==> src/pkg/irq_pkg.sv <==
// Shared types, register layout and reset values of the interrupt controller
package irq_pkg;

    localparam int NSRC = 6;

    // Register select on the special function register port
    typedef enum logic [1:0] {
        SEL_EDGE  = 2'h0,
        SEL_CTL_A = 2'h1,
        SEL_CTL_B = 2'h2,
        SEL_GRP   = 2'h3
    } reg_sel_t;

    // External pin edge selection codes
    typedef enum logic [1:0] {
        EDGE_OFF  = 2'b00,
        EDGE_RISE = 2'b01,
        EDGE_FALL = 2'b10,
        EDGE_BOTH = 2'b11
    } edge_sel_t;

    // Vector index handed to the core; a lower code wins on a tie
    typedef enum logic [2:0] {
        VEC_PIN      = 3'h0,
        VEC_TOUCH    = 3'h1,
        VEC_GROUPED  = 3'h2,
        VEC_TIMEBASE = 3'h3,
        VEC_EEPROM   = 3'h4,
        VEC_SERIAL   = 3'h5
    } vec_t;

    // Register write from the core
    typedef struct packed {
        logic     wr;
        reg_sel_t sel;
        logic [7:0] wdata;
    } sfr_req_t;

    // One-cycle event pulses from the on-chip sources
    typedef struct packed {
        logic touch;
        logic timebase;
        logic eeprom;
        logic serial;
        logic cmp_a;
        logic cmp_p;
    } src_evt_t;

    // Bit positions in primary_irq_control_a
    localparam int A_GIE       = 0;
    localparam int A_PIN_EN    = 1;
    localparam int A_TOUCH_EN  = 2;
    localparam int A_GRP_EN    = 3;
    localparam int A_PIN_FLG   = 4;
    localparam int A_TOUCH_FLG = 5;
    localparam int A_GRP_FLG   = 6;
    // Bit positions in primary_irq_control_b
    localparam int B_SER_EN    = 0;
    localparam int B_TB_EN     = 1;
    localparam int B_EE_EN     = 2;
    localparam int B_SER_FLG   = 4;
    localparam int B_TB_FLG    = 5;
    localparam int B_EE_FLG    = 6;
    // Bit positions in grouped_irq_control
    localparam int G_P_EN      = 0;
    localparam int G_A_EN      = 1;
    localparam int G_P_FLG     = 4;
    localparam int G_A_FLG     = 5;

    // Implemented bits of each register
    localparam logic [7:0] EDGE_MASK  = 8'h03;
    localparam logic [7:0] CTL_A_MASK = 8'h7F;
    localparam logic [7:0] CTL_B_MASK = 8'h77;
    localparam logic [7:0] GRP_MASK   = 8'h33;
    // Flag bits, used to spot a flag becoming set
    localparam logic [7:0] CTL_A_FLGS = 8'h70;
    localparam logic [7:0] CTL_B_FLGS = 8'h70;
    localparam logic [7:0] GRP_FLGS   = 8'h30;

    localparam logic [7:0] CTL_RST    = 8'h00;

endpackage

==> src/core/pin_edge_detect.sv <==
// External request pin synchroniser and edge selector
module pin_edge_detect (
    input  wire logic             ref_clk,
    input  wire logic             srst,
    input  wire logic             pin_in,
    input  irq_pkg::edge_sel_t    mode,
    output logic                  edge_hit
);
    import irq_pkg::*;

    logic sync1_r, sync2_r, prev_r, hit_r;
    logic prev_nxt, hit_nxt;

    // Edge choice; the first sync stage is seen only by the second
    always_comb begin
        prev_nxt = sync2_r;
        unique case (mode)
            EDGE_OFF:  hit_nxt = 1'b0;
            EDGE_RISE: hit_nxt = sync2_r & ~prev_r;
            EDGE_FALL: hit_nxt = ~sync2_r & prev_r;
            EDGE_BOTH: hit_nxt = sync2_r ^ prev_r;
        endcase
    end

    // Two flops before any logic, then the edge history
    always_ff @(posedge ref_clk) begin
        if (srst) begin
            sync1_r <= 1'b0;
            sync2_r <= 1'b0;
            prev_r  <= 1'b0;
            hit_r   <= 1'b0;
        end else begin
            sync1_r <= pin_in;
            sync2_r <= sync1_r;
            prev_r  <= prev_nxt;
            hit_r   <= hit_nxt;
        end
    end

    assign edge_hit = hit_r;

endmodule

==> src/core/irq_priority.sv <==
// Fixed priority pick among pending enabled sources
module irq_priority (
    input  wire logic [irq_pkg::NSRC-1:0] pend,
    output logic                          any,
    output irq_pkg::vec_t                 vec
);
    import irq_pkg::*;

    // Scan from the top so the lowest index is left standing
    always_comb begin
        vec = VEC_PIN;
        for (int i = NSRC - 1; i >= 0; i--) begin
            if (pend[i]) begin
                vec = vec_t'(i[2:0]);
            end
        end
        any = |pend;
    end

endmodule

==> src/core/irq_ctrl.sv <==
// Interrupt request flags, enables, global enable and vector request
// How it works
// - Edge field picks off, rising, falling or both edges on the pin.
// - Unimplemented register bits always read back as zero.
// - Each source has one enable bit and one request flag.
// - Pin flag is bit 4, pin enable bit 1 of control A.
// - Touch flag bit 5, touch enable bit 2 of control A, reset zero.
// - Grouped flag bit 6, grouped enable bit 3 of control A.
// - Grouped register holds comparator A flag bit 5, enable bit 1.
// - Grouped register holds comparator P flag bit 4, enable bit 0.
// - Control B holds EEPROM flag bit 6 and enable bit 2.
// - Control B holds time base flag bit 5 and enable bit 1.
// - Two primary registers, one grouped register, one edge register.
// - Request needs own enable and global enable; flags still set.
// - Service clears global enable; later events still latch flags.
// - Service clears the serviced source's flag.
// - Any flag becoming set raises wake, enabled or not.
module irq_ctrl (
    input  wire logic              ref_clk,
    input  wire logic              srst,
    input  irq_pkg::sfr_req_t      sfr,
    output logic [7:0]             sfr_rdata,
    input  wire logic              ext_pin,
    input  irq_pkg::src_evt_t      src_evt,
    input  wire logic              stack_full,
    input  wire logic              irq_ack,
    output logic                   irq_req,
    output irq_pkg::vec_t          irq_vec,
    output logic                   wake
);
    import irq_pkg::*;

    // Implemented-bit mask of a register, used on write and read
    function automatic logic [7:0] sel_mask(input reg_sel_t s);
        unique case (s)
            SEL_EDGE:  sel_mask = EDGE_MASK;
            SEL_CTL_A: sel_mask = CTL_A_MASK;
            SEL_CTL_B: sel_mask = CTL_B_MASK;
            SEL_GRP:   sel_mask = GRP_MASK;
        endcase
    endfunction

    logic [7:0]      edge_r, edge_nxt;
    logic [7:0]      ctl_a_r, ctl_a_nxt;
    logic [7:0]      ctl_b_r, ctl_b_nxt;
    logic [7:0]      grp_r, grp_nxt;
    logic            req_r, req_nxt;
    vec_t            vec_r, vec_nxt;
    logic            wake_r, wake_nxt;
    logic [7:0]      rd_r, rd_nxt;
    logic            pin_hit;
    logic            serviced;
    logic            grp_set;
    logic [NSRC-1:0] pend;
    logic            pend_any;
    vec_t            pick;

    // Pin edge detection under control of the edge field
    pin_edge_detect u_edge (
        .ref_clk  (ref_clk),
        .srst     (srst),
        .pin_in   (ext_pin),
        .mode     (edge_sel_t'(edge_r[1:0])),
        .edge_hit (pin_hit)
    );

    // Service is only taken while a request stands
    assign serviced = irq_ack & req_r;

    // Either comparator event with its own enable raises the grouped flag
    assign grp_set = (src_evt.cmp_a & grp_r[G_A_EN])
                   | (src_evt.cmp_p & grp_r[G_P_EN]);

    // Pending and enabled sources, from the state about to be stored
    always_comb begin
        pend[VEC_PIN]      = ctl_a_nxt[A_PIN_FLG] & ctl_a_nxt[A_PIN_EN];
        pend[VEC_TOUCH]    = ctl_a_nxt[A_TOUCH_FLG] & ctl_a_nxt[A_TOUCH_EN];
        pend[VEC_GROUPED]  = ctl_a_nxt[A_GRP_FLG] & ctl_a_nxt[A_GRP_EN];
        pend[VEC_TIMEBASE] = ctl_b_nxt[B_TB_FLG] & ctl_b_nxt[B_TB_EN];
        pend[VEC_EEPROM]   = ctl_b_nxt[B_EE_FLG] & ctl_b_nxt[B_EE_EN];
        pend[VEC_SERIAL]   = ctl_b_nxt[B_SER_FLG] & ctl_b_nxt[B_SER_EN];
    end

    irq_priority u_prio (
        .pend (pend),
        .any  (pend_any),
        .vec  (pick)
    );

    // Register next values: software write, then service clear, then
    // hardware sets last so an event in the clearing cycle is kept
    always_comb begin
        edge_nxt  = edge_r;
        ctl_a_nxt = ctl_a_r;
        ctl_b_nxt = ctl_b_r;
        grp_nxt   = grp_r;
        if (sfr.wr) begin
            unique case (sfr.sel)
                SEL_EDGE:  edge_nxt  = sfr.wdata & sel_mask(SEL_EDGE);
                SEL_CTL_A: ctl_a_nxt = sfr.wdata & sel_mask(SEL_CTL_A);
                SEL_CTL_B: ctl_b_nxt = sfr.wdata & sel_mask(SEL_CTL_B);
                SEL_GRP:   grp_nxt   = sfr.wdata & sel_mask(SEL_GRP);
            endcase
        end
        if (serviced) begin
            ctl_a_nxt[A_GIE] = 1'b0;
            unique case (vec_r)
                VEC_PIN:      ctl_a_nxt[A_PIN_FLG]   = 1'b0;
                VEC_TOUCH:    ctl_a_nxt[A_TOUCH_FLG] = 1'b0;
                VEC_GROUPED:  ctl_a_nxt[A_GRP_FLG]   = 1'b0;
                VEC_TIMEBASE: ctl_b_nxt[B_TB_FLG]    = 1'b0;
                VEC_EEPROM:   ctl_b_nxt[B_EE_FLG]    = 1'b0;
                VEC_SERIAL:   ctl_b_nxt[B_SER_FLG]   = 1'b0;
                default:      ctl_a_nxt[A_GIE]       = 1'b0;
            endcase
        end
        // Flags latch regardless of their own enables and global enable; the grouped flag needs a comparator enable
        if (pin_hit) begin
            ctl_a_nxt[A_PIN_FLG] = 1'b1;
        end
        if (src_evt.touch) begin
            ctl_a_nxt[A_TOUCH_FLG] = 1'b1;
        end
        if (grp_set) begin
            ctl_a_nxt[A_GRP_FLG] = 1'b1;
        end
        if (src_evt.timebase) begin
            ctl_b_nxt[B_TB_FLG] = 1'b1;
        end
        if (src_evt.eeprom) begin
            ctl_b_nxt[B_EE_FLG] = 1'b1;
        end
        if (src_evt.serial) begin
            ctl_b_nxt[B_SER_FLG] = 1'b1;
        end
        if (src_evt.cmp_a) begin
            grp_nxt[G_A_FLG] = 1'b1;
        end
        if (src_evt.cmp_p) begin
            grp_nxt[G_P_FLG] = 1'b1;
        end
    end

    // Request, vector and wake computed from next state, read data from current state,
    // so a serviced request drops in the same edge that clears its flag
    always_comb begin
        req_nxt  = ctl_a_nxt[A_GIE] & pend_any & ~stack_full;
        vec_nxt  = pick;
        wake_nxt = |((ctl_a_nxt & ~ctl_a_r) & CTL_A_FLGS)
                 | |((ctl_b_nxt & ~ctl_b_r) & CTL_B_FLGS)
                 | |((grp_nxt & ~grp_r) & GRP_FLGS);
        unique case (sfr.sel)
            SEL_EDGE:  rd_nxt = edge_r & sel_mask(SEL_EDGE);
            SEL_CTL_A: rd_nxt = ctl_a_r & sel_mask(SEL_CTL_A);
            SEL_CTL_B: rd_nxt = ctl_b_r & sel_mask(SEL_CTL_B);
            SEL_GRP:   rd_nxt = grp_r & sel_mask(SEL_GRP);
        endcase
    end

    // State registers; everything clears on reset, global enable included
    always_ff @(posedge ref_clk) begin
        if (srst) begin
            edge_r  <= CTL_RST;
            ctl_a_r <= CTL_RST;
            ctl_b_r <= CTL_RST;
            grp_r   <= CTL_RST;
            req_r   <= 1'b0;
            vec_r   <= VEC_PIN;
            wake_r  <= 1'b0;
            rd_r    <= CTL_RST;
        end else begin
            edge_r  <= edge_nxt;
            ctl_a_r <= ctl_a_nxt;
            ctl_b_r <= ctl_b_nxt;
            grp_r   <= grp_nxt;
            req_r   <= req_nxt;
            vec_r   <= vec_nxt;
            wake_r  <= wake_nxt;
            rd_r    <= rd_nxt;
        end
    end

    assign sfr_rdata = rd_r;
    assign irq_req   = req_r;
    assign irq_vec   = vec_r;
    assign wake      = wake_r;
endmodule

==> config.mk <==
export PLATFORM = sky130hd
export DESIGN_NAME = irq_ctrl
export DESIGN_NICKNAME = d
export VERILOG_FILES = /design/src/pkg/irq_pkg.sv /design/src/core/pin_edge_detect.sv /design/src/core/irq_priority.sv /design/src/core/irq_ctrl.sv
export SDC_FILE = /design/constraint.sdc
export NUM_CORES = 1
export LEC_CHECK = 0
export BUFFER_PORTS_ARGS = -buffer_cell sky130_fd_sc_hd__buf_2
export CAP_MARGIN = 20
export CELL_PAD_IN_SITES_DETAIL_PLACEMENT = 0
export CELL_PAD_IN_SITES_GLOBAL_PLACEMENT = 1
export CORE_ASPECT_RATIO = 1.4
export CORE_MARGIN = 2
export CORE_UTILIZATION = 43
export CTS_CLUSTER_SIZE = 10
export DETAILED_ROUTE_END_ITERATION = 7
export PLACE_DENSITY_LB_ADDON = 0.1
export SLEW_MARGIN = 20
export SYNTH_ARGS = -nofsm -noshare
export SYNTH_HDL_FRONTEND = slang
export SYNTH_SLANG_ARGS = --single-unit
==> constraint.sdc <==
create_clock -name ref_clk -period 3.4 [get_ports ref_clk]
set_clock_uncertainty 0.05 [all_clocks]
set_input_delay 0.34 -clock ref_clk [delete_from_list [all_inputs] [get_ports ref_clk]]
set_output_delay 0.34 -clock ref_clk [all_outputs]
set_load 0.02 [all_outputs]
# Word-level counts from Yosys, hierarchy flattened
# Cells that the tools add are included.
[word_totals]
register_bits = 43
latchBits = 0
ram_bits = 0
romBits = 0
inputBits = 22
out_inout_bits = 13
n_memories = 0
[classes]
addsub = 0
multipliers = 0
n_div = 0
order_cmp = 0
n_eq_ne = 11
shifts = 0
muxes = 30
bitwise_logic = 26
reduce_logical = 11
[ops]
columns = ["cell", "n"]
rows = [
  ["8-bit 2-to-1 mux", 6],
  ["8-bit case mux with 4 select lines", 1],
  ["1-bit 2-to-1 mux", 16],
  ["7-bit AND", 2],
  ["7-bit NOT", 2],
  ["1-bit AND", 13],
  ["3-bit 2-to-1 mux", 4],
  ["3-bit OR reduction", 3],
  ["2-bit == test, second input constant", 4],
  ["6-bit AND", 1],
  ["3-bit by 2-bit == test with 1-bit output, second input constant", 2],
  ["3-bit == test, second input constant", 2],
  ["6-bit NOT", 1],
  ["6-bit OR reduction", 1],
  ["5-bit OR reduction", 1],
  ["2-bit by 1-bit == test with 1-bit output, second input constant", 2],
  ["2-bit zero test", 2],
  ["2-bit 2-to-1 mux", 2],
  ["1-bit case mux with 4 select lines", 1],
  ["2-bit OR reduction", 2],
  ["3-bit by 1-bit == test with 1-bit output, second input constant", 1],
  ["3-bit zero test", 1],
  ["1-bit NOT", 3],
  ["1-bit bitwise OR", 3],
  ["2 further kinds", 2],
]

# Logic depth before layout (Yosys ltp)
# Gate-level depths: netlist of run 1.
[depth]
word_depth = 12
ltp_mapped = 7
mapped_depth_nobuf = 6

# Modules after synthesis
# A second synthesis of run 1 with hierarchy kept.
[hier_totals]
hier_cells = 180
hier_area_um2 = 1671.6
[by_module_without_submodules]
columns = ["mod", "instances", "cells_each", "area_per_inst_um2", "seq_area_each_um2"]
rows = [
  ["irq_ctrl", 1, 155, 1463.9, 620.6],
  ["pin_edge_detect", 1, 15, 155.1, 80.1],
  ["irq_priority", 1, 10, 52.6, 0.0],
]

# Least setup slack after synthesis of run 1
# No wires, ideal clock.
[synth_timing]
path_kind = "input to register"
startpoint = "in sfr[10] (netlist bit)"
endpoint = "reg vec_r[0], in the netlist irq_vec[0]"
arrival_ps = 1421
required_ps = 3223
setup_slack_ps = 1802
cell_stages = 6
path_cell_list = "buf_2 > nand3b_2 > mux2i_1 > nor3_1 > a21boi_1 > a311oi_1"
[synth_between]
elab_chain_len = 10
elab_cells_between_ends = 28
[synth_rtl]
columns = ["item", "line", "text"]
rows = [
  ["from (decl)", "irq_ctrl.sv:21", "input irq_pkg::sfr_req_t sfr,"],
  ["8-bit 2-to-1 mux", "irq_ctrl.sv:97", "if (sfr.wr) begin"],
  ["1-bit 2-to-1 mux", "irq_ctrl.sv:107", "unique case (vec_r)"],
  ["3-bit 2-to-1 mux", "irq_ctrl.sv:105", "if (serviced) begin"],
  ["1-bit 2-to-1 mux", "irq_ctrl.sv:133", "if (src_evt.serial) begin"],
  ["1-bit AND", "irq_ctrl.sv:81", "pend[VEC_SERIAL] = ctl_b_nxt[B_SER_FLG] & ctl_b_nxt[B_SER_EN];"],
  ["3-bit 2-to-1 mux (2 in series)", "irq_priority.sv:13", "if (pend[i]) begin"],
  ["2-bit 2-to-1 mux (2 in series)", "irq_priority.sv:13", ""],
  ["1-bit 2-to-1 mux", "irq_priority.sv:13", ""],
  ["to (signal assigned)", "irq_ctrl.sv:177", "vec_r <= vec_nxt;"],
  ["to (decl)", "irq_ctrl.sv:48", "vec_t vec_r, vec_nxt;"],
]
# Parallel ways exist; a longest one is shown, timed or not.
# A chain may end at the register's enable or synchronous reset.

# Final worst setup path of run 1
[layout_timing]
startpoint = "reg req_r, in the netlist irq_req"
endpoint = "reg wake_r, in the netlist wake"
[layout_between]
elab_chain_len = 7
elab_cells_between_ends = 15
[layout_rtl]
columns = ["item", "line", "text"]
rows = [
  ["from (decl)", "irq_ctrl.sv:47", "logic req_r, req_nxt;"],
  ["from (signal assigned)", "irq_ctrl.sv:176", "req_r <= req_nxt;"],
  ["1-bit AND (*)", "irq_ctrl.sv:68", "assign serviced = irq_ack & req_r;"],
  ["3-bit 2-to-1 mux", "irq_ctrl.sv:105", ""],
  ["1-bit 2-to-1 mux (tied with other cells)", "irq_ctrl.sv:118", "if (pin_hit) begin"],
  ["7-bit AND, on equally long branches", "irq_ctrl.sv:149, irq_ctrl.sv:150", ""],
  ["3-bit OR reduction, on equally long branches", "irq_ctrl.sv:149, irq_ctrl.sv:150", ""],
  ["1-bit bitwise OR (*)", "irq_ctrl.sv:150", "| |((ctl_b_nxt & ~ctl_b_r) & CTL_B_FLGS)"],
  ["1-bit bitwise OR (*)", "irq_ctrl.sv:151", "| |((grp_nxt & ~grp_r) & GRP_FLGS);"],
  ["to (signal assigned)", "irq_ctrl.sv:178", "wake_r <= wake_nxt;"],
  ["to (decl)", "irq_ctrl.sv:49", "logic wake_r, wake_nxt;"],
]
# Every way passes the cells marked *; elsewhere a longest branch is shown, timed or not.

==> results.ini, run 1 <==
[timing]
post-route-worst-setup-slack_ns=1.51
rsz0062_at_grt=no
finalCritPeriodShare_pct=55.5
period_needed_ns=1.89
final_hold_viol_count=0
worstMarginPinSlew_ns=0.592
max_slew_margin_pct=59.5
drv_slew=0
timing.setup.tns_ns=0
fmax_mhz=530
finalSetupViolCount=0

[clock_network]
clock_tree.htree_level_count=2
cts_buffer_depth=2
cts_inserted_buffers=5
total_of_hold_buffers_inserted_after_clock_tree_synthesis=0
cts_resized=0
clock_tree.root_cell=clkbuf_8
cts_num_sinks=35
cts_tree=yes
clk_pin_slew_ns=0.06
clk-insertion-delay-late_ns=0.28
post-cts-setup-buffers=0

[routing]
routed_wirelength_mm=3.90
drtAntennaViolNets=0
routed_via_count=1389
dr.pass1.iters=4
drc=0
detail_route.wl_per_cell_um=15.5
initial_drt_markers=38
route.detailed.vias_per_inst=5.53

[run_status]
outcome=finished clean

[floorplanning]
floorplan.die_area_um2=4410
dieHeight_um=77.7
floorplan.die.width_um=56.7
initial_utilization_pct=45.4
design.portCount=35
placement_rows=26
placeableCoreArea_um2=3680

[synthesis]
post_synth_inst_count=177
muxShareOfSynthArea_pct=12.2
synth.avg_cell_area_um2=9.44
seq_area_frac_synth_pct=41.9
synth_warnings=0
parity_gate_share_of_the_synthesized_area_counting_xor_and_xnor_cells_pct=0
synthFlopType=dfxtp_1
async_set_or_reset_flop_fraction_in_the_synthesized_netlist_pct=0
largest_family_of_logic_cells_by_synthesized_area=simple AND/OR/NAND/NOR gates
synthesis.nets=201
synth.cell_area_um2=1670
synthSimpleGateAreaFrac_pct=23.9
synth-compound-area-share_pct=15.0
synthDistinctLibCells=43
yosys_register_bits=35
synth_enable_flop_cells=0
adder_cell_area_share_of_the_yosys_netlist_pct=1.50

[place]
preCtsSetupSlack_ns=1.29
port_buffers=32
place.gp.congestion=0.884
dp_wirelength_mm=2.86

[grt]
global_route.overflow_total=0
gr-usage-all-layers_pct=18.4
grt_first_pass_wirelength_mm=6.24
antenna_found_initial=0
vias_in_the_first_global_route=1233
grt_max_degree=33

[power]
powerDensity_nw_per_um2=436
leakagePower_uw=0.000846
fin_total_pwr_uw=836
p_comb_share_pct=13.4
net-switching-power_uw=217
power.sequential.fraction_pct=52.8
intPower_uw=619
worst_ir_drop_on_vdd_mv=0.300
clock_power_share_pct=33.8
switching_share_pct=25.9

[worst_setup_path]
worst_r2r_startpoint=irq_req$_SDFF_PP0_
worstPathArrival_ns=1.97
endpoint_kind=flop
start_kind=flop
crit_fanout=6
critPathRequiredTime_ns=3.48
critPathKind=reg -> reg
setup.reg_to_reg.worst_slack_ns=1.51
worst_flop_to_flop_path_endpoint=wake$_SDFF_PP0_
timing.reg2reg.worst_path_depth=5

[finish]
synthToLayoutAreaGrowth_pct=14.8
fin_nets=232
final_common_cell=dfxtp_1
layout_common_cells=35 x dfxtp_1, 32 x buf_2, 19 x nor2_1
insertedDiodeCount=0
drive_above_1_share_pct=24.4

[hold_path]
hold-path-endpoint=u_edge.sync1_r$_SDFF_PP0_
hold_path_depth=2
hp-class=in -> reg
timing.hold.worst.start=ext_pin

[flow_run]
maxCapViolations=0

## cells in the mapped netlist (2+ instances only)
cell | count | area (um2)
o21ai_1 | 2 | 10.0
inv_1 | 11 | 41.3
buf_4 | 2 | 15.0
nor3b_1 | 2 | 15.0
clkbuf_1 | 4 | 15.0
mux2i_1 | 11 | 110
ha_1 | 2 | 25.0
a211oi_2 | 2 | 25.0
and4b_1 | 4 | 40.0
a21oi_1 | 10 | 50.1
dfxtp_1 | 35 | 701
nor3_1 | 10 | 50.1
mux2_2 | 3 | 33.8
nor3_2 | 2 | 20.0
nand2_1 | 6 | 22.5
a211oi_1 | 4 | 30.0
nor2b_1 | 11 | 68.8
a22oi_1 | 5 | 37.5
a21o_1 | 2 | 15.0
o21ai_0 | 4 | 20.0
a31oi_1 | 2 | 12.5
nor2_1 | 19 | 71.3
mux4_2 | 2 | 45.0
nand4b_1 | 3 | 26.3
## routing by layer
metal	track usage (%)	wire [um]	part of all wire, %
met5	0	0	0
met4	8.81	70	1.8
met3	4.00	173	4.4
met2	28.8	1870	48
met1	23.8	1790	46
## final cells by class
type / count / area [um2]
Fill cell: 346 / 1760
Inverter: 11 / 41.3
Tap cell: 42 / 52.6
Clock buffer: 7 / 76.3
Multi-Input combinational cell: 123 / 882
Timing Repair Buffer: 32 / 160
Clock inverter: 1 / 5.00
Sequential cell: 35 / 701
## worst max-delay path: stages (launching register included)
cell and delay (ns):
dfxtp_1 0.42, nand4b_1 0.22, nor3_1 0.18, a211oi_1 0.11
a2111oi_0 0.62, a31oi_1 0.15
## logic make-up after synthesis
kind of cell | after synthesis
muxes | 17
adders and majority gates | 2
DFF | 35
AOI/OAI and AO/OA | 37
and+or+nand+nor | 66
buffers and inverters | 19
other | 1
## registers in the layout, indices dropped and copies added, names as in the netlist, 2 cells and up, named ones only
name and count:
edge_r 2, grp_r 2, sfr_rdata 7, ctl_a_r 7, ctl_b_r 6, irq_vec 3
## power by group through the flow
| stage | clock network, uW | logic [uW] | registers (uW) |
|---|---|---|---|
| 2_1_floorplan | 0 | 71.1 | 454 |
| 4_1_cts | 292 | 112 | 441 |
| 6_report | 282 | 112 | 441 |
| 3_3_place_gp | 0 | 110 | 450 |
| 3_5_place_dp | 0 | 112 | 450 |
| 5_1_grt | 310 | 123 | 444 |
## through the flow
step                std cells  hold slack, ns  instance area (um2)  utilization (%)
CTS                       251           0.213                 1920             52.2
global route              251           0.224                 1920             52.2
detailed placement        243           0.383                 1840             50.0
floorplan                 177           0.364                 1670                -
global placement          243           0.370                 1840             50.0
finish                    251           0.221                 1920             52.2
## worst max-delay path by stage
stage,startpoint,to,cells after the start
after floorplan,sfr[10],irq_vec[0]$_SDFF_PP0_,6
after global placement,sfr[9],irq_vec[2]$_SDFF_PP0_,6
after detailed placement,sfr[9],irq_vec[0]$_SDFF_PP0_,6
after CTS,irq_vec[1]$_SDFF_PP0_,wake$_SDFF_PP0_,5
after global routing,irq_req$_SDFF_PP0_,wake$_SDFF_PP0_,5
final,irq_req$_SDFF_PP0_,wake$_SDFF_PP0_,5
Note: power is estimated with default switching activity, not from simulation.
==> run 2: changes to the inputs <==
--- a/config.mk
+++ b/config.mk
@@ -11,7 +11,7 @@
 export CELL_PAD_IN_SITES_GLOBAL_PLACEMENT = 1
 export CORE_ASPECT_RATIO = 1.4
 export CORE_MARGIN = 2
-export CORE_UTILIZATION = 43
+export CORE_UTILIZATION = 40
 export CTS_CLUSTER_SIZE = 10
 export DETAILED_ROUTE_END_ITERATION = 7
 export PLACE_DENSITY_LB_ADDON = 0.1
==> constraint.sdc (replaced) <==
create_clock -name ref_clk -period 2 [get_ports ref_clk]
set_clock_uncertainty 0.05 [all_clocks]
set_input_delay 0.2 -clock ref_clk [delete_from_list [all_inputs] [get_ports ref_clk]]
set_output_delay 0.2 -clock ref_clk [all_outputs]
set_load 0.02 [all_outputs]
==> run 2 against run 1 <==
The flow now finishes with violations (design-rule violations). Power up 92%. Routed wire length up 2.4%. Sequential share of layout area down 1.3 points. Sequential cell count unchanged. Clock power up 130%. Global-route usage about the same. Critical path depth unchanged. First-iteration DRC count up 95%. Clock-buffer cell count down 1. Critical endpoint unchanged. Largest cell class unchanged. Highest routed layer unchanged.
==> results.ini, run 2 (same netlist as run 1, synthesis figures left out) <==
[place]
port_buffers=32
placement_cell_area_um2=1870
place.gp.congestion=0.824
dp_wirelength_mm=3.04

[grt]
global_routing_usage_on_met3_pct=4.83
vias_in_the_first_global_route=1350
global_route.usage.met1_pct=23.0
global_route.overflow_total=0
grt_first_pass_wirelength_mm=6.47
grt-busiest-layer=met2
grt_max_degree=33
gr-usage-all-layers_pct=18.4
antenna_found_initial=0
global_routing_usage_on_met2_pct=29.7

[worst_setup_path]
critPathRequiredTime_ns=2.09
crit_path_cells=nand4b_1 -> nor3_1 -> a211oi_1 -> a2111oi_1 -> a31oi_1
cp_slowest_cell=a2111oi_1
timing.critical_path.slowest_cell_delay_ns=0.49
critPathKind=reg -> reg
crit_fanout=6
worstPathArrival_ns=1.86
start_kind=flop
worst_r2r_startpoint=irq_req$_SDFF_PP0_
endpoint_kind=flop
critPathLaunch=irq_req$_SDFF_PP0_

[clock_network]
cts_inserted_buffers=5
clk-insertion-delay-late_ns=0.29
cts_buffer_depth=2
clock_tree.htree_level_count=2
cts_num_sinks=35
clock_tree.root_cell=clkbuf_8
cts_tree=yes
total_of_hold_buffers_inserted_after_clock_tree_synthesis=0
clk_pin_slew_ns=0.07

[routing]
drtAntennaViolNets=0
drc=3
route.detailed.vias_per_inst=5.47
initial_drt_markers=74
routed_via_count=1400
detail_route.wl_per_cell_um=15.6
routed_wirelength_mm=3.99
dr.pass1.iters=6

[power]
fin_total_pwr_uw=1610
switching_share_pct=24.3
clock_power_share_pct=41.1
leakagePower_uw=0.000885
net-switching-power_uw=390
p_comb_share_pct=12.2
intPower_uw=1220
worst_ir_drop_on_vdd_mv=0.389
power.sequential.fraction_pct=46.7
powerDensity_nw_per_um2=808

[finish]
insertedDiodeCount=0
postLayoutCellArea_um2=1990
multi_input_area_um2=883
drive_above_1_share_pct=26.8
synthToLayoutAreaGrowth_pct=19.0
layout_common_cells=35 x dfxtp_1, 32 x buf_2, 19 x nor2_1
fin_nets=236
area_taken_by_flip_flops_and_latches_um2=701
final_util_pct=49.8
final_common_cell=dfxtp_1
fillers=403

[run_status]
outcome=complete, but fails checks
failed_checks=design-rule violations

[floorplanning]
floorplan.die_area_um2=4720
floorplan.die.width_um=58.6
placement_rows=27
placeableCoreArea_um2=3990
dieHeight_um=80.5
initial_utilization_pct=41.9
design.portCount=35

[timing]
finalCritPeriodShare_pct=88.3
worstMarginPinSlew_ns=0.583
rsz0062_at_grt=no
max_slew_margin_pct=61.2
fmax_mhz=566
final_hold_viol_count=0
finalSetupViolCount=0
drv_slew=0
period_needed_ns=1.77
timing.setup.tns_ns=0

[flow_run]
maxCapViolations=0

[hold_path]
timing.hold.worst.start=ext_pin
hp-class=in -> reg

run 2: cell count changes in the layout (fill, tap and decap cells not counted), sizes merged:
cell    delta
bufinv     +1
buf        +4
clkbuf     -1
run 2: metal layers:
metal,share of wire [%],wire length [um]
met3,5.3,211
met1,45,1800
met2,48,1930
met4,1.2,47
met5,0,0
run 2: path summary, 6_finish.rpt:
path / to / slack (ns) / cells after the start
max reg2reg: wake$_SDFF_PP0_ / 0.23 / 5
min reg2reg: u_edge.prev_nxt$_SDFF_PP0_ / 0.39 / 1
min: u_edge.sync1_r$_SDFF_PP0_ / 0.07 / 2
max: wake$_SDFF_PP0_ / 0.23 / 5
run 2: final cells by class:
cell class	count	share of cell area (%)
Sequential cell	35	35.3
Inverter	11	2.08
Clock buffer	6	4.16
Timing Repair Buffer	36	9.57
Clock inverter	2	1.76
Multi-Input combinational cell	123	44.5
Tap cell	43	2.71
run 2: critical path: cells and delay by family (launching register included):
| family | cells | cell delay [ns] |
|---|---|---|
| compound gates | 3 | 0.73 |
| simple gates | 2 | 0.43 |
| flops | 1 | 0.42 |
run 2: through the flow:
step	setup slack [ns]	hold WS (ns)	instances
finish	0.235	0.0717	256
global route	0.0499	0.0740	256
CTS	0.172	0.0687	256
detailed placement	0.142	0.367	248
global placement	0.136	0.365	248
floorplan	0.447	0.240	177
run 2: power groups by stage:
stage	combinational, uW	sequential, uW	clock, uW
final	196	750	660
after global routing	217	753	702
after CTS	197	749	674
after detailed placement	196	766	0
after global placement	193	765	0
after floorplan	121	771	0
run 2: repair_timing:
item,4_1_cts,5_1_grt
setup buffers,0,0
resized for setup,0,1
endpoints found under the setup margin,0,1
==> run 3: changes to the inputs <==
--- a/config.mk
+++ b/config.mk
@@ -18,4 +18,5 @@
 export SLEW_MARGIN = 20
 export SYNTH_ARGS = -nofsm -noshare
 export SYNTH_HDL_FRONTEND = slang
+export SYNTH_HIERARCHICAL = 1
 export SYNTH_SLANG_ARGS = --single-unit
==> run 3 against run 2 <==
The run ends with design-rule violations, negative setup slack left. Critical path depth increased by 2. Sequential power about the same. Fmax decreased by 13%. Combinational power increased by 45%. First-iteration DRC count decreased by 34%. Area after synthesis about the same. Sequential share of layout area decreased by 5.2 points.
==> results.ini, run 3 <==
[grt]
grt_max_degree=28
vias_in_the_first_global_route=1590
antenna_found_initial=0
global_route.overflow_total=0
grt_first_pass_wirelength_mm=7.36
gr-usage-all-layers_pct=21.1

[timing]
hold_ws_ns=0.0678
timing.setup.tns_ns=-0.0341
max_slew_margin_pct=66.5
final_hold_viol_count=0
worstMarginPinSlew_ns=0.502
finalCritPeriodShare_pct=102
drv_slew=0
fmax_mhz=492
post-route-worst-setup-slack_ns=-0.0341
finalSetupViolCount=1
period_needed_ns=2.03
rsz0062_at_grt=yes

[run_status]
failed_checks=design-rule violations, negative setup slack
outcome=complete, but fails checks

[worst_setup_path]
endpoint_kind=flop
worst_r2r_startpoint=irq_vec[1]$_SDFF_PP0_
start_kind=flop
crit_path_cells=and3b_2 -> nand2_2 -> a21oi_2 -> nor2_2 -> or4_4 -> or3_1 -> and3b_1
critPathKind=reg -> reg
timing.critical_path.slowest_cell_delay_ns=0.51
critPathTopFamily=simple AND/OR/NAND/NOR gates
worstPathArrival_ns=2.18
cp_slowest_cell=or4_4
critPathLaunch=irq_vec[1]$_SDFF_PP0_
crit_fanout=3
cp_num_buf_inv=0
critPathRequiredTime_ns=2.14

[routing]
detailroute.wirelength.met3_um=245
dr.pass1.iters=7
drc=1
initial_drt_markers=49
routedLengthMet1_mm=1.78
detail_route.wl_per_cell_um=14.9
routed_via_count=1565
met2RoutedLength_mm=2.28
route.detailed.vias_per_inst=5.27
topRoutingLayerUsed=met4
routed_wirelength_mm=4.42
drtAntennaViolNets=0

[synthesis]
muxShareOfSynthArea_pct=14.1
synthDistinctLibCells=42
async_set_or_reset_flop_fraction_in_the_synthesized_netlist_pct=0
largest_family_of_logic_cells_by_synthesized_area=simple AND/OR/NAND/NOR gates
synth_top_cell_area_share_pct=41.9
yosys_register_bits=35
synthMostInstantiatedCell=dfxtp_1
post_synth_inst_count=180
synth_top_cells_by_area=dfxtp_1 42%, nor2_1 7.6%, mux2i_1 6.0%
synth-compound-area-share_pct=14.3
synth.avg_cell_area_um2=9.29
seq_area_frac_synth_pct=41.9
parity_gate_share_of_the_synthesized_area_counting_xor_and_xnor_cells_pct=0
adder_cell_area_share_of_the_yosys_netlist_pct=1.50
synthesis.nets=204
synthFlopType=dfxtp_1
synth_warnings=6
synthSimpleGateAreaFrac_pct=23.4
synth.cell_area_um2=1670
synth.cells.most_frequent=35 x dfxtp_1, 34 x nor2_1, 10 x a21oi_1, 10 x inv_1, 10 x mux2i_1
synth_enable_flop_cells=0
netlist.top_cell.by_area=dfxtp_1

[clock_network]
clock_tree.root_cell=clkbuf_8
cts_tree=yes
clk-insertion-delay-late_ns=0.30
cts_num_sinks=35
clock_tree.htree_level_count=2
total_of_hold_buffers_inserted_after_clock_tree_synthesis=0
cts_buffer_depth=2
clk_pin_slew_ns=0.08
cts_inserted_buffers=5

[floorplanning]
initial_utilization_pct=41.9
floorplan.die.width_um=58.6
placement_rows=27
design.portCount=35
dieHeight_um=80.5
floorplan.die_area_um2=4720
placeableCoreArea_um2=3990

[finish]
fin_nets=277
insertedDiodeCount=0
layout_common_cells=41 x buf_4, 31 x dfxtp_1, 30 x nor2_1, 30 x buf_2
synthToLayoutAreaGrowth_pct=40.9
final_common_cell=buf_4
drive_above_1_share_pct=45.7
final_util_pct=59.1

[place]
preCtsSetupSlack_ns=-0.342
dp_wirelength_mm=3.45
port_buffers=32
place.gp.congestion=0.834

[flow_run]
maxCapViolations=0

[power]
fin_total_pwr_uw=1670
worst_ir_drop_on_vdd_mv=0.477
leakagePower_uw=0.00113
powerDensity_nw_per_um2=711

[hold_path]
hp-class=in -> reg
timing.hold.worst.start=ext_pin

==> run 3: timing repair <==
action                                  CTS  global route
endpoints found under the setup margin    1             2
setup buffers                             3             1
pin swaps                                 3             3
gates resized for setup                   9             4
==> run 3: worst paths after layout <==
kind	to	slack (ns)	depth (start not counted)
worst min register to register	u_edge/prev_nxt$_SDFF_PP0_	0.41	1
worst max register to register	irq_req$_SDFF_PP0_	-0.03	7
worst max-delay path	irq_req$_SDFF_PP0_	-0.03	7
worst min-delay path	u_edge/sync1_r$_SDFF_PP0_	0.07	2
==> run 3: per-layer routing <==
metal  up-vias  GRT usage (%)
li1        774              -
met1       741           25.1
met2        40           35.2
met3        10           5.31
met4         0           9.32
met5         -              0
==> run 3: cell type report <==
type                       count  area [um2]
clock buffer                   5        68.8
clock inverter                 3        43.8
fill                         373        1630
inverter                      10        37.5
multi-input combinational    128         955
sequential                    35         708
tap                           43        53.8
timing repair buffer          73         489
==> run 3: power breakdown <==
part           internal [uW]  switching [uW]
clock                    371             270
sequential               728            21.9
combinational            150             135
==> run 3: cells by family (layout without fill, tap and decap cells) <==
| family | count (synthesis) | in the layout |
|---|---|---|
| other cells | 1 | 1 |
| mux | 20 | 20 |
| compound gates | 33 | 33 |
| fa+ha+maj | 2 | 2 |
| simple gates | 72 | 72 |
| buf+inv | 17 | 91 |
| flops | 35 | 35 |
==> run 3: stage by stage <==
stage	instance area, um2	cells
6_report	2360	297
5_1_grt	2360	297
4_1_cts	2340	296
3_5_place_dp	2170	285
3_3_place_gp	2170	285
2_1_floorplan	1720	180
